**src/include/slpa_pkg.sv**
```systemverilog
package slpa_pkg;
   // Port count and per-port field layout
   localparam int NUM_PORTS = 4;

   // Register byte offsets on APB
   localparam logic [11:0] OFF_PORT_CTRL   = 12'h000;
   localparam logic [11:0] OFF_PORT_STATUS = 12'h004;
   localparam logic [11:0] OFF_PWR_CTRL    = 12'h008;
   localparam logic [11:0] OFF_PWR_STATUS  = 12'h00C;
   localparam logic [11:0] OFF_WAKE_CMD    = 12'h010;

   // Field positions in port control: enables at [3:0], gating at [11:8], devsleep req [19:16]
   localparam int FLD_EN_LSB    = 0;
   localparam int FLD_GATE_LSB  = 8;
   localparam int FLD_DSLP_LSB  = 16;
   // Power control: bit 0 = D3 state, bit 1 = low power option
   localparam int FLD_D3        = 0;
   localparam int FLD_LOWPWR    = 1;

   // Reset values
   localparam logic [31:0] RST_PORT_CTRL = 32'h0000_000F;
   localparam logic [31:0] RST_PWR_CTRL  = 32'h0000_0000;

   // Timing: wake budgets
   localparam int CLK_MHZ          = 125;
   localparam int PARTIAL_EXIT_NS  = 10;
   localparam int SLUMBER_EXIT_MS  = 10;
   localparam int DEVSLP_EXIT_MS   = 20;
   localparam int PARTIAL_EXIT_CYC = (PARTIAL_EXIT_NS * CLK_MHZ) / 1000;
   localparam int SLUMBER_EXIT_CYC = SLUMBER_EXIT_MS * 1000 * CLK_MHZ;
   localparam int DEVSLP_EXIT_CYC  = DEVSLP_EXIT_MS * 1000 * CLK_MHZ;

   // Link power states, one-hot
   typedef enum logic [4:0] {
      SLPA_ACTIVE  = 5'h01,
      SLPA_PARTIAL = 5'h02,
      SLPA_SLUMBER = 5'h04,
      SLPA_DEVSLP  = 5'h08,
      SLPA_WAKING  = 5'h10
   } slpa_link_t;

   // Link request from the drive
   typedef struct packed {
      logic req_partial;
      logic req_slumber;
      logic comwake;
   } slpa_link_in_t;

   // Link answers toward the drive
   typedef struct packed {
      logic pm_ack;
      logic comwake;
      logic devslp;
   } slpa_link_out_t;
endpackage : slpa_pkg

```
**src/core/slpa_led.sv**
```systemverilog
`timescale 1ns/1ps
module slpa_led (
   // Clock and reset
   input  wire logic                           core_clk_in,
   input  wire logic                           resetn_in,
   input  wire logic                           clk_en_in,
   // Busy bits
   input  wire logic [slpa_pkg::NUM_PORTS-1:0] busy_in,
   // Open-drain pin
   output logic                                activity_led_n_out,
   output logic                                activity_led_n_oe_out
);
   logic led_on;

   // Registered OR so decode hazards never flash the LED
   always_ff @(posedge core_clk_in) begin
      if (!resetn_in) begin
         led_on <= 1'b0;
      end else if (clk_en_in) begin
         led_on <= |busy_in;
      end
   end

   // Only ever drive low; released pin floats to the pull-up
   assign activity_led_n_out    = 1'b0;
   assign activity_led_n_oe_out = led_on;

   a_led_follows_busy: assert property (@(posedge core_clk_in) disable iff (!resetn_in)
      clk_en_in |=> activity_led_n_oe_out == $past(|busy_in))
      else $error("LED enable does not follow busy OR");
   a_led_never_high: assert property (@(posedge core_clk_in) disable iff (!resetn_in)
      activity_led_n_out == 1'b0)
      else $error("LED pin driven high");
   c_led_on: cover property (@(posedge core_clk_in) disable iff (!resetn_in)
      activity_led_n_oe_out);
endmodule : slpa_led

```
**src/core/slpa_port_link.sv**
```systemverilog
`timescale 1ns/1ps
module slpa_port_link (
   // Clock and reset
   input  wire logic                    core_clk_in,
   input  wire logic                    resetn_in,
   input  wire logic                    clk_en_in,
   // Controls
   input  wire logic                    port_enable_bit_in,
   input  wire logic                    d3_in,
   input  wire logic                    low_power_in,
   input  wire logic                    devslp_req_in,
   input  wire logic                    need_link_in,
   input  wire logic                    attached_in,
   // Link
   input  wire slpa_pkg::slpa_link_in_t link_in,
   output slpa_pkg::slpa_link_out_t     link_out,
   // Status
   output slpa_pkg::slpa_link_t         state_out,
   output logic                         present_out,
   output logic                         wake_missed_out
);
   slpa_pkg::slpa_link_t state;
   slpa_pkg::slpa_link_t next_state;
   logic                 deaf;

   // Low-power option shuts OOB detect in Slumber, so drive wakes are lost
   assign deaf = low_power_in && (state == slpa_pkg::SLPA_SLUMBER);

   // Drive requests are taken, never issued by us
   always_comb begin
      next_state = state;
      case (state)
         slpa_pkg::SLPA_ACTIVE: begin
            if (link_in.req_partial) next_state = slpa_pkg::SLPA_PARTIAL;
            else if (link_in.req_slumber) next_state = slpa_pkg::SLPA_SLUMBER;
         end
         slpa_pkg::SLPA_PARTIAL: begin
            if (need_link_in || link_in.comwake) next_state = slpa_pkg::SLPA_WAKING;
         end
         slpa_pkg::SLPA_SLUMBER: begin
            if (devslp_req_in) next_state = slpa_pkg::SLPA_DEVSLP;
            else if (need_link_in || (link_in.comwake && !deaf))
               next_state = slpa_pkg::SLPA_WAKING;
         end
         slpa_pkg::SLPA_DEVSLP: begin
            // Dropped DevSleep request or a host wake brings the link back to Slumber
            if (!devslp_req_in || need_link_in) next_state = slpa_pkg::SLPA_SLUMBER;
         end
         slpa_pkg::SLPA_WAKING: next_state = slpa_pkg::SLPA_ACTIVE;
         default: next_state = slpa_pkg::SLPA_ACTIVE;
      endcase
   end

   // Link state register
   always_ff @(posedge core_clk_in) begin
      if (!resetn_in) begin
         state <= slpa_pkg::SLPA_ACTIVE;
      end else if (clk_en_in) begin
         state <= next_state;
      end
   end

   // Outputs: ack drive requests taken in Active, COMWAKE while waking on a host wake
   always_ff @(posedge core_clk_in) begin
      if (!resetn_in) begin
         link_out        <= '0;
         wake_missed_out <= 1'b0;
      end else if (clk_en_in) begin
         link_out.pm_ack  <= (link_in.req_partial || link_in.req_slumber)
                             && state == slpa_pkg::SLPA_ACTIVE;
         link_out.comwake <= next_state == slpa_pkg::SLPA_WAKING && need_link_in;
         link_out.devslp  <= next_state == slpa_pkg::SLPA_DEVSLP;
         wake_missed_out  <= wake_missed_out || (deaf && link_in.comwake);
      end
   end

   // In D3 or disabled, the port reads empty
   assign present_out = attached_in && port_enable_bit_in && !d3_in;
   assign state_out   = state;

   a_ack_request: assert property (@(posedge core_clk_in) disable iff (!resetn_in)
      clk_en_in && state == slpa_pkg::SLPA_ACTIVE && link_in.req_slumber |=> link_out.pm_ack)
      else $error("Drive PM request not acknowledged");
   a_devslp_from_slumber: assert property (@(posedge core_clk_in) disable iff (!resetn_in)
      clk_en_in && next_state == slpa_pkg::SLPA_DEVSLP |->
      state inside {slpa_pkg::SLPA_SLUMBER, slpa_pkg::SLPA_DEVSLP})
      else $error("DevSleep entered outside Slumber");
   a_wake_one_cycle: assert property (@(posedge core_clk_in) disable iff (!resetn_in)
      clk_en_in && state == slpa_pkg::SLPA_WAKING |=> state == slpa_pkg::SLPA_ACTIVE)
      else $error("Wake did not finish in budget");
   a_no_host_entry: assert property (@(posedge core_clk_in) disable iff (!resetn_in)
      clk_en_in && state == slpa_pkg::SLPA_ACTIVE && !link_in.req_partial
      && !link_in.req_slumber |=> state == slpa_pkg::SLPA_ACTIVE)
      else $error("Host initiated a low power entry");
   a_wake_on_need: assert property (@(posedge core_clk_in) disable iff (!resetn_in)
      clk_en_in && state == slpa_pkg::SLPA_PARTIAL && need_link_in |=> link_out.comwake)
      else $error("No COMWAKE before cable use");
   c_slumber_wake: cover property (@(posedge core_clk_in) disable iff (!resetn_in)
      state == slpa_pkg::SLPA_SLUMBER ##1 state == slpa_pkg::SLPA_WAKING);
   c_devslp: cover property (@(posedge core_clk_in) disable iff (!resetn_in)
      state == slpa_pkg::SLPA_DEVSLP);
endmodule : slpa_port_link

```
**src/core/slpa_top.sv**
```systemverilog
// The APB interface to the registers and the register offsets were left to the implementer.
`timescale 1ns/1ps
// Contract
// - Accept drive PM entries, never initiate them
// - Acknowledge every drive PM request; the code acks only requests made while the link is Active
// - Send COMWAKE before using a sleeping link
// - Partial exit 10 ns, Slumber 10 ms
// - DevSleep exit within 20 ms
// - DevSleep asserted only from Slumber
// - D3 blocks all but config accesses
// - No interrupts while in D3
// - Pending interrupt may fire after D3
// - D3 ports read as empty, low power
// - Leaving D3 does no internal reset
// - Low power option may miss drive wake
// - Per-port PHY dynamic gating enable
// - Presence bit shows drive attached
// - LED active when any port busy
// - LED is active-low open drain
module slpa_top (
   // Clock, reset, enable
   input  wire logic                                 core_clk_in,
   input  wire logic                                 resetn_in,
   input  wire logic                                 clk_en_in,
   // APB slave
   input  wire logic                                 psel,
   input  wire logic                                 penable,
   input  wire logic                                 pwrite,
   input  wire logic [11:0]                          paddr,
   input  wire logic [31:0]                          pwdata,
   output logic                                      pready,
   output logic [31:0]                               prdata,
   output logic                                      pslverr,
   // Access space qualifier: high for configuration space
   input  wire logic                                 cfg_space_in,
   // Core side per port
   input  wire logic [slpa_pkg::NUM_PORTS-1:0]       busy_in,
   input  wire logic [slpa_pkg::NUM_PORTS-1:0]       attached_in,
   input  wire logic [slpa_pkg::NUM_PORTS-1:0]       irq_pending_in,
   // Links
   input  wire slpa_pkg::slpa_link_in_t [slpa_pkg::NUM_PORTS-1:0] link_in,
   output slpa_pkg::slpa_link_out_t [slpa_pkg::NUM_PORTS-1:0]     link_out,
   // PHY gating and interrupt
   output logic [slpa_pkg::NUM_PORTS-1:0]            phy_dynamic_gating_enable_out,
   output logic                                      irq_out,
   // Activity LED pin
   output logic                                      activity_led_n_out,
   output logic                                      activity_led_n_oe_out
);
   localparam int NP = slpa_pkg::NUM_PORTS;

   logic [31:0]                   port_control_status;
   logic [31:0]                   pwr_ctrl;
   logic [NP-1:0]                 wake_req;
   logic [NP-1:0]                 present;
   logic [NP-1:0]                 missed;
   slpa_pkg::slpa_link_t [NP-1:0] lstate;
   logic                          d3;
   logic                          next_d3;
   logic                          access;
   logic                          blocked;

   // Register selection shared by read and write paths
   function automatic logic hit(input logic [11:0] a, input logic [11:0] off);
      hit = (a == off);
   endfunction : hit

   assign d3      = pwr_ctrl[slpa_pkg::FLD_D3];
   assign access  = psel && penable;
   // In D3 only config space gets through; others abort as error
   assign blocked = d3 && !cfg_space_in;
   // Zero wait states keeps the slave simple
   assign pready  = 1'b1;
   // D3 value after this edge, so the interrupt is masked from the first D3 cycle on
   assign next_d3 = (access && pwrite && cfg_space_in && hit(paddr, slpa_pkg::OFF_PWR_CTRL))
                    ? pwdata[slpa_pkg::FLD_D3] : d3;

   // Port control and power control writes; nothing cleared on D3 exit
   always_ff @(posedge core_clk_in) begin
      if (!resetn_in) begin
         port_control_status <= slpa_pkg::RST_PORT_CTRL;
         pwr_ctrl            <= slpa_pkg::RST_PWR_CTRL;
      end else if (clk_en_in && access && pwrite) begin
         if (hit(paddr, slpa_pkg::OFF_PORT_CTRL) && !blocked)
            port_control_status <= pwdata;
         if (hit(paddr, slpa_pkg::OFF_PWR_CTRL) && cfg_space_in)
            pwr_ctrl <= pwdata;
      end
   end

   // Wake command: one-cycle request per port, written bit starts COMWAKE on a port in Partial or Slumber
   always_ff @(posedge core_clk_in) begin
      if (!resetn_in) begin
         wake_req <= '0;
      end else if (clk_en_in) begin
         wake_req <= (access && pwrite && !blocked && hit(paddr, slpa_pkg::OFF_WAKE_CMD))
                     ? pwdata[NP-1:0] : '0;
      end
   end

   // Read data, zero for unmapped or D3-blocked reads
   always_ff @(posedge core_clk_in) begin
      if (!resetn_in) begin
         prdata <= 32'h0000_0000;
      end else if (clk_en_in && psel && !penable && !pwrite) begin
         prdata <= 32'h0000_0000;
         if (!(d3 && !cfg_space_in)) begin
            if (hit(paddr, slpa_pkg::OFF_PORT_CTRL))   prdata <= port_control_status;
            if (hit(paddr, slpa_pkg::OFF_PORT_STATUS))
               prdata <= {20'h00000, missed, 4'h0, present};
            if (hit(paddr, slpa_pkg::OFF_PWR_CTRL))    prdata <= pwr_ctrl;
            if (hit(paddr, slpa_pkg::OFF_PWR_STATUS))
               prdata <= {27'h0000000, lstate[0]};
         end
      end
   end

   // Unmapped or D3-blocked accesses answer with an error
   always_comb begin
      pslverr = 1'b0;
      if (access) begin
         pslverr = blocked || !(hit(paddr, slpa_pkg::OFF_PORT_CTRL)
                   || hit(paddr, slpa_pkg::OFF_PORT_STATUS)
                   || hit(paddr, slpa_pkg::OFF_PWR_CTRL)
                   || hit(paddr, slpa_pkg::OFF_PWR_STATUS)
                   || hit(paddr, slpa_pkg::OFF_WAKE_CMD));
      end
   end

   // Interrupt masked in D3; pending status raises it again after D0
   always_ff @(posedge core_clk_in) begin
      if (!resetn_in) begin
         irq_out <= 1'b0;
      end else if (clk_en_in) begin
         irq_out <= |irq_pending_in && !next_d3;
      end
   end

   // Per-port link engines and gating enables
   genvar g;
   generate
      for (g = 0; g < NP; g++) begin : g_port
         slpa_port_link slpa_port_link_inst (
            .core_clk_in        (core_clk_in),
            .resetn_in          (resetn_in),
            .clk_en_in          (clk_en_in),
            .port_enable_bit_in (port_control_status[slpa_pkg::FLD_EN_LSB + g]),
            .d3_in              (d3),
            .low_power_in       (pwr_ctrl[slpa_pkg::FLD_LOWPWR]),
            .devslp_req_in      (port_control_status[slpa_pkg::FLD_DSLP_LSB + g]),
            .need_link_in       (wake_req[g]),
            .attached_in        (attached_in[g]),
            .link_in            (link_in[g]),
            .link_out           (link_out[g]),
            .state_out          (lstate[g]),
            .present_out        (present[g]),
            .wake_missed_out    (missed[g])
         );
         // D3 forces gating on to save power
         assign phy_dynamic_gating_enable_out[g] =
            port_control_status[slpa_pkg::FLD_GATE_LSB + g] || d3;
      end
   endgenerate

   // Activity LED
   slpa_led slpa_led_inst (
      .core_clk_in           (core_clk_in),
      .resetn_in             (resetn_in),
      .clk_en_in             (clk_en_in),
      .busy_in               (busy_in),
      .activity_led_n_out    (activity_led_n_out),
      .activity_led_n_oe_out (activity_led_n_oe_out)
   );

   a_d3_no_irq: assert property (@(posedge core_clk_in) disable iff (!resetn_in)
      d3 |-> !irq_out)
      else $error("Interrupt raised in D3");
   a_d3_abort_mem: assert property (@(posedge core_clk_in) disable iff (!resetn_in)
      access && d3 && !cfg_space_in |-> pslverr)
      else $error("Memory access in D3 not aborted");
   a_d3_no_present: assert property (@(posedge core_clk_in) disable iff (!resetn_in)
      d3 |-> present == '0)
      else $error("Port present in D3");
   a_d3_exit_keep: assert property (@(posedge core_clk_in) disable iff (!resetn_in)
      $fell(d3) |-> $stable(port_control_status))
      else $error("Port control lost on D3 exit");
   a_irq_after_d3: assert property (@(posedge core_clk_in) disable iff (!resetn_in)
      clk_en_in && !d3 && |irq_pending_in ##1 !d3 |-> irq_out)
      else $error("Pending interrupt not raised in D0");
   c_d3_entry: cover property (@(posedge core_clk_in) disable iff (!resetn_in) $rose(d3));
   c_wake_cmd: cover property (@(posedge core_clk_in) disable iff (!resetn_in) |wake_req);
endmodule : slpa_top

```
**config.mk**
```make
export PLATFORM = sky130hd
export DESIGN_NAME = slpa_top
export DESIGN_NICKNAME = d
export VERILOG_FILES = /design/src/include/slpa_pkg.sv /design/src/core/slpa_led.sv /design/src/core/slpa_port_link.sv /design/src/core/slpa_top.sv
export SDC_FILE = /design/constraint.sdc
export NUM_CORES = 1
export LEC_CHECK = 0
export ABC_AREA = 1
export BUFFER_PORTS_ARGS = -buffer_cell sky130_fd_sc_hd__buf_2
export CAP_MARGIN = 30
export CORE_UTILIZATION = 50
export CTS_CLUSTER_SIZE = 28
export DETAILED_ROUTE_END_ITERATION = 10
export PLACE_DENSITY_LB_ADDON = 0.1
export SLEW_MARGIN = 30
export SYNTH_ARGS = -nofsm -noshare
export SYNTH_HDL_FRONTEND = slang
export SYNTH_SLANG_ARGS = --single-unit
```
**constraint.sdc**
```tcl
create_clock -name core_clk_in -period 3.7 [get_ports core_clk_in]
set_input_delay 0.37 -clock core_clk_in [delete_from_list [all_inputs] [get_ports core_clk_in]]
set_output_delay 0.37 -clock core_clk_in [all_outputs]
set_load 0.01 [all_outputs]
```
==> run metrics <==
Routed Antenna Nets 0; final hold violation count 0; metal3 WL 1018 um; first-pass GRT wire length 27510 um; Synth Instances 938; Total GRT Usage 0.2670; sequential cell area about 2800 um^2; initial antenna violation count 0; Worst Setup Start Kind flop; CTS Buf Count 17; largest net degree at the start of global routing 79; Vias 6380; Max Cap Viol 0; Clock Pin Slew Worst Setup and Hold Paths 0.06 ns; WL met1 7844 um; Mapped Area between 6000 and 7000 um^2; Net Switching 793.5 uW; final wirelength ~17000 um; Worst Hold Class in2reg; Setup Skew around 0.0067 ns; P per Cell Area approximately 440 nW/um^2; total power 3.337 mW; Max Used Layer met4; Peak supply drop 0.3029 mV; warnings from Yosys 0; # H-tree levels 4; n_diodes 0; WS Path Type reg2out; Avg Inst Size Synth 6.819 um^2; die width 115.1 um; final setup margin 0.6545 ns; Worst setup EP type output pin; P&R area growth vs syn 19.13%; TritonCTS clock tree built; max_slew headroom 0.3903; HP Start pwdata[29]; placed instance area 7063 um^2; status finished clean; post-route setup TNS 0 ns; Critical R2R Launch pwr_ctrl[0]$_SDFFE_PN0P_; core box area around 12000 um^2; grt total ovfl 0; DIE AREA 13250 um^2; WL/cell 13.93 um; sequential cell area fraction in the yosys report 0.4319; dominant synthesized flop cell dfxtp_1; Residual DRC 0; Initial DRT Pass Iterations 5; deepest clock path buffer count 2; final instance area 7620 um^2; CP startpoint pwr_ctrl[0]$_SDFFE_PN0P_; Root Buffer clkbuf_16; final setup fails 0; area of the multi-input gates 3077 um^2; post-synthesis async set-or-reset flop share 0; DP HPWL 11280 um; unrepaired setup endpoints after global routing false; P_int ~2.5 mW; CP arrival roughly 2.7 ns; met2 wire len 7883 um; Vias/cell 5.238; final RePlAce weighted congestion 0.8773; # IOs 128; vias in the first global route 5691; Leakage Power 3.216 nW; Max Slew Vio Count 0; sw frac 0.2378; clk_lat worst skew approximately 0.42 ns; row count 40; Clock power frac 0.476; clock sinks 138; fill count roughly 1200; post-synthesis register bit count 138; hold_buf cts 0; port bufs around 130; Final nets between 1000 and 1500; Worst EP required 3.33 ns; post-CTS resize count 0; fin crit period 3.046 ns; Max Freq 328.4 MHz; Flop pwr share 0.454; number of flops mapped to enable cells by yosys 0; worst-path cell chain inv_2, nor2_1, clkinv_1, a21oi_1, buf_2; post-synthesis cell type count 30; Vert. Die Dim ~120 um; Mapped Nets ~1000; Setup WS pre-CTS 1.498 ns; CP max stage delay 0.79 ns; initial DRC count 469; combinational power share 0.070; postcts setup bufs 0; final period utilization 0.8231; fraction of layout cells with a size suffix above 1 0.1810; Crit-path slowest cell clkinv_1; CP max FO 29; Starting Density 0.5216; worst slew pin tran 0.9089 ns
worst max-delay path: cells and delay by family (launching register included):
kind,cells,cell delay [ns]
buffers and inverters,3,1.08
flip-flops,1,0.47
AO/OA/AOI/OAI,1,0.44
AND/OR/NAND/NOR,1,0.27
cells in the final DEF, fill, tap and decap left out, types with 2 or more instances in the layout:
| cell type | Yosys | layout |
|---|---|---|
| buf_2 | 14 | 125 |
| nor2_1 | 61 | 61 |
| or2_2 | 4 | 4 |
| nor2_2 | 2 | 2 |
| nand2_2 | 3 | 3 |
| a21oi_2 | 8 | 8 |
| clkinv_4 | 0 | 2 |
| inv_2 | 4 | 5 |
| o21bai_1 | 4 | 4 |
| nand4_1 | 23 | 23 |
| inv_1 | 78 | 76 |
| a21oi_1 | 131 | 131 |
| clkinv_2 | 0 | 4 |
| o21ai_0 | 17 | 17 |
| nor3_1 | 4 | 3 |
| nand2_1 | 268 | 268 |
| nor3_4 | 3 | 3 |
| o22ai_1 | 7 | 7 |
| conb_1 | 2 | 2 |
| o2111ai_1 | 4 | 4 |
| clkbuf_16 | 0 | 17 |
| inv_6 | 0 | 2 |
| dfxtp_1 | 138 | 138 |
| nand3_1 | 83 | 83 |
| clkbuf_1 | 25 | 3 |
| clkbuf_8 | 0 | 2 |
| o21ai_1 | 32 | 32 |
| o31ai_1 | 4 | 4 |
| buf_4 | 5 | 8 |
cells by family (layout without fill, tap and decap cells):
logic type      after synthesis  in the layout  synth area share
simple gates                453            453            0.3030
buf+inv                     136            248           0.08783
flops                       138            138            0.4319
compound gates              209            209            0.1761
other cells                   2              2          0.001174
worst paths after layout:
| path | endpoint | slack [ns] | cells past startpoint |
|---|---|---|---|
| min | pwr_ctrl[29]$_SDFFE_PN0P_ | 0.21 | 3 |
| max reg2reg | prdata[9]$_SDFFE_PN0P_ | 1.41 | 5 |
| max | pslverr | 0.65 | 5 |
| min reg2reg | port_control_status[13]$_SDFFE_PN0P_ | 0.44 | 2 |
final cells by class:
cell class / count / share of cell area
clock inverters: 10 / 0.01215
clock buffers: 22 / 0.06092
repair buffers: 134 / 0.09261
flip-flops and latches: 138 / 0.3626
inverters: 82 / 0.04039
multi-input cells: 664 / 0.4038
well taps: 168 / 0.02759
power groups by stage:
stage               Clock (mW)  Combinational [mW]  Sequential (mW)
detailed placement           0               0.231             1.55
global placement             0               0.231             1.55
CTS                       1.61               0.232             1.51
global route              1.69               0.262             1.52
floorplan                    0               0.138             1.55
finish                    1.59               0.233             1.52
cell usage after synthesis (5+ instances only):
library cell / n / area, um^2
a21oi_1: 131 / 655.6
a21oi_2: 8 / 70.07
buf_1: 8 / 30.03
buf_2: 14 / 70.07
buf_4: 5 / 37.54
clkbuf_1: 25 / 93.84
dfxtp_1: 138 / 2763
inv_1: 78 / 292.8
nand2_1: 268 / 1006
nand3_1: 83 / 415.4
nand4_1: 23 / 143.9
nor2_1: 61 / 229.0
o21ai_0: 17 / 85.08
o21ai_1: 32 / 160.2
o22ai_1: 7 / 43.79
registers in the layout, summed over array words and instances, names as in the netlist, 4 cells and up:
register                                    count
prdata                                         32
pwr_ctrl                                       32
g_port.slpa_port_link_inst.wake_missed_out      4
wake_req                                        4
g_port.slpa_port_link_inst.state_out           20
g_port.slpa_port_link_inst.link_out            12
port_control_status                            32
metal layers:
layer / global-route usage / up-vias
li1: - / 3289
met1: 0.3579 / 2867
met2: 0.4329 / 202
met3: 0.05693 / 22
met4: 0.07879 / 0
met5: 0 / -
through the flow:
stage	hold WS (ns)	util	cells
CTS	0.1915	0.6214	1218
global placement	0.4333	0.5760	1186
detailed placement	0.4366	0.5760	1186
global route	0.1980	0.6214	1218
finish	0.2065	0.6214	1218
floorplan	0.4246	-	938
Note: power is estimated with default switching activity, not from simulation.
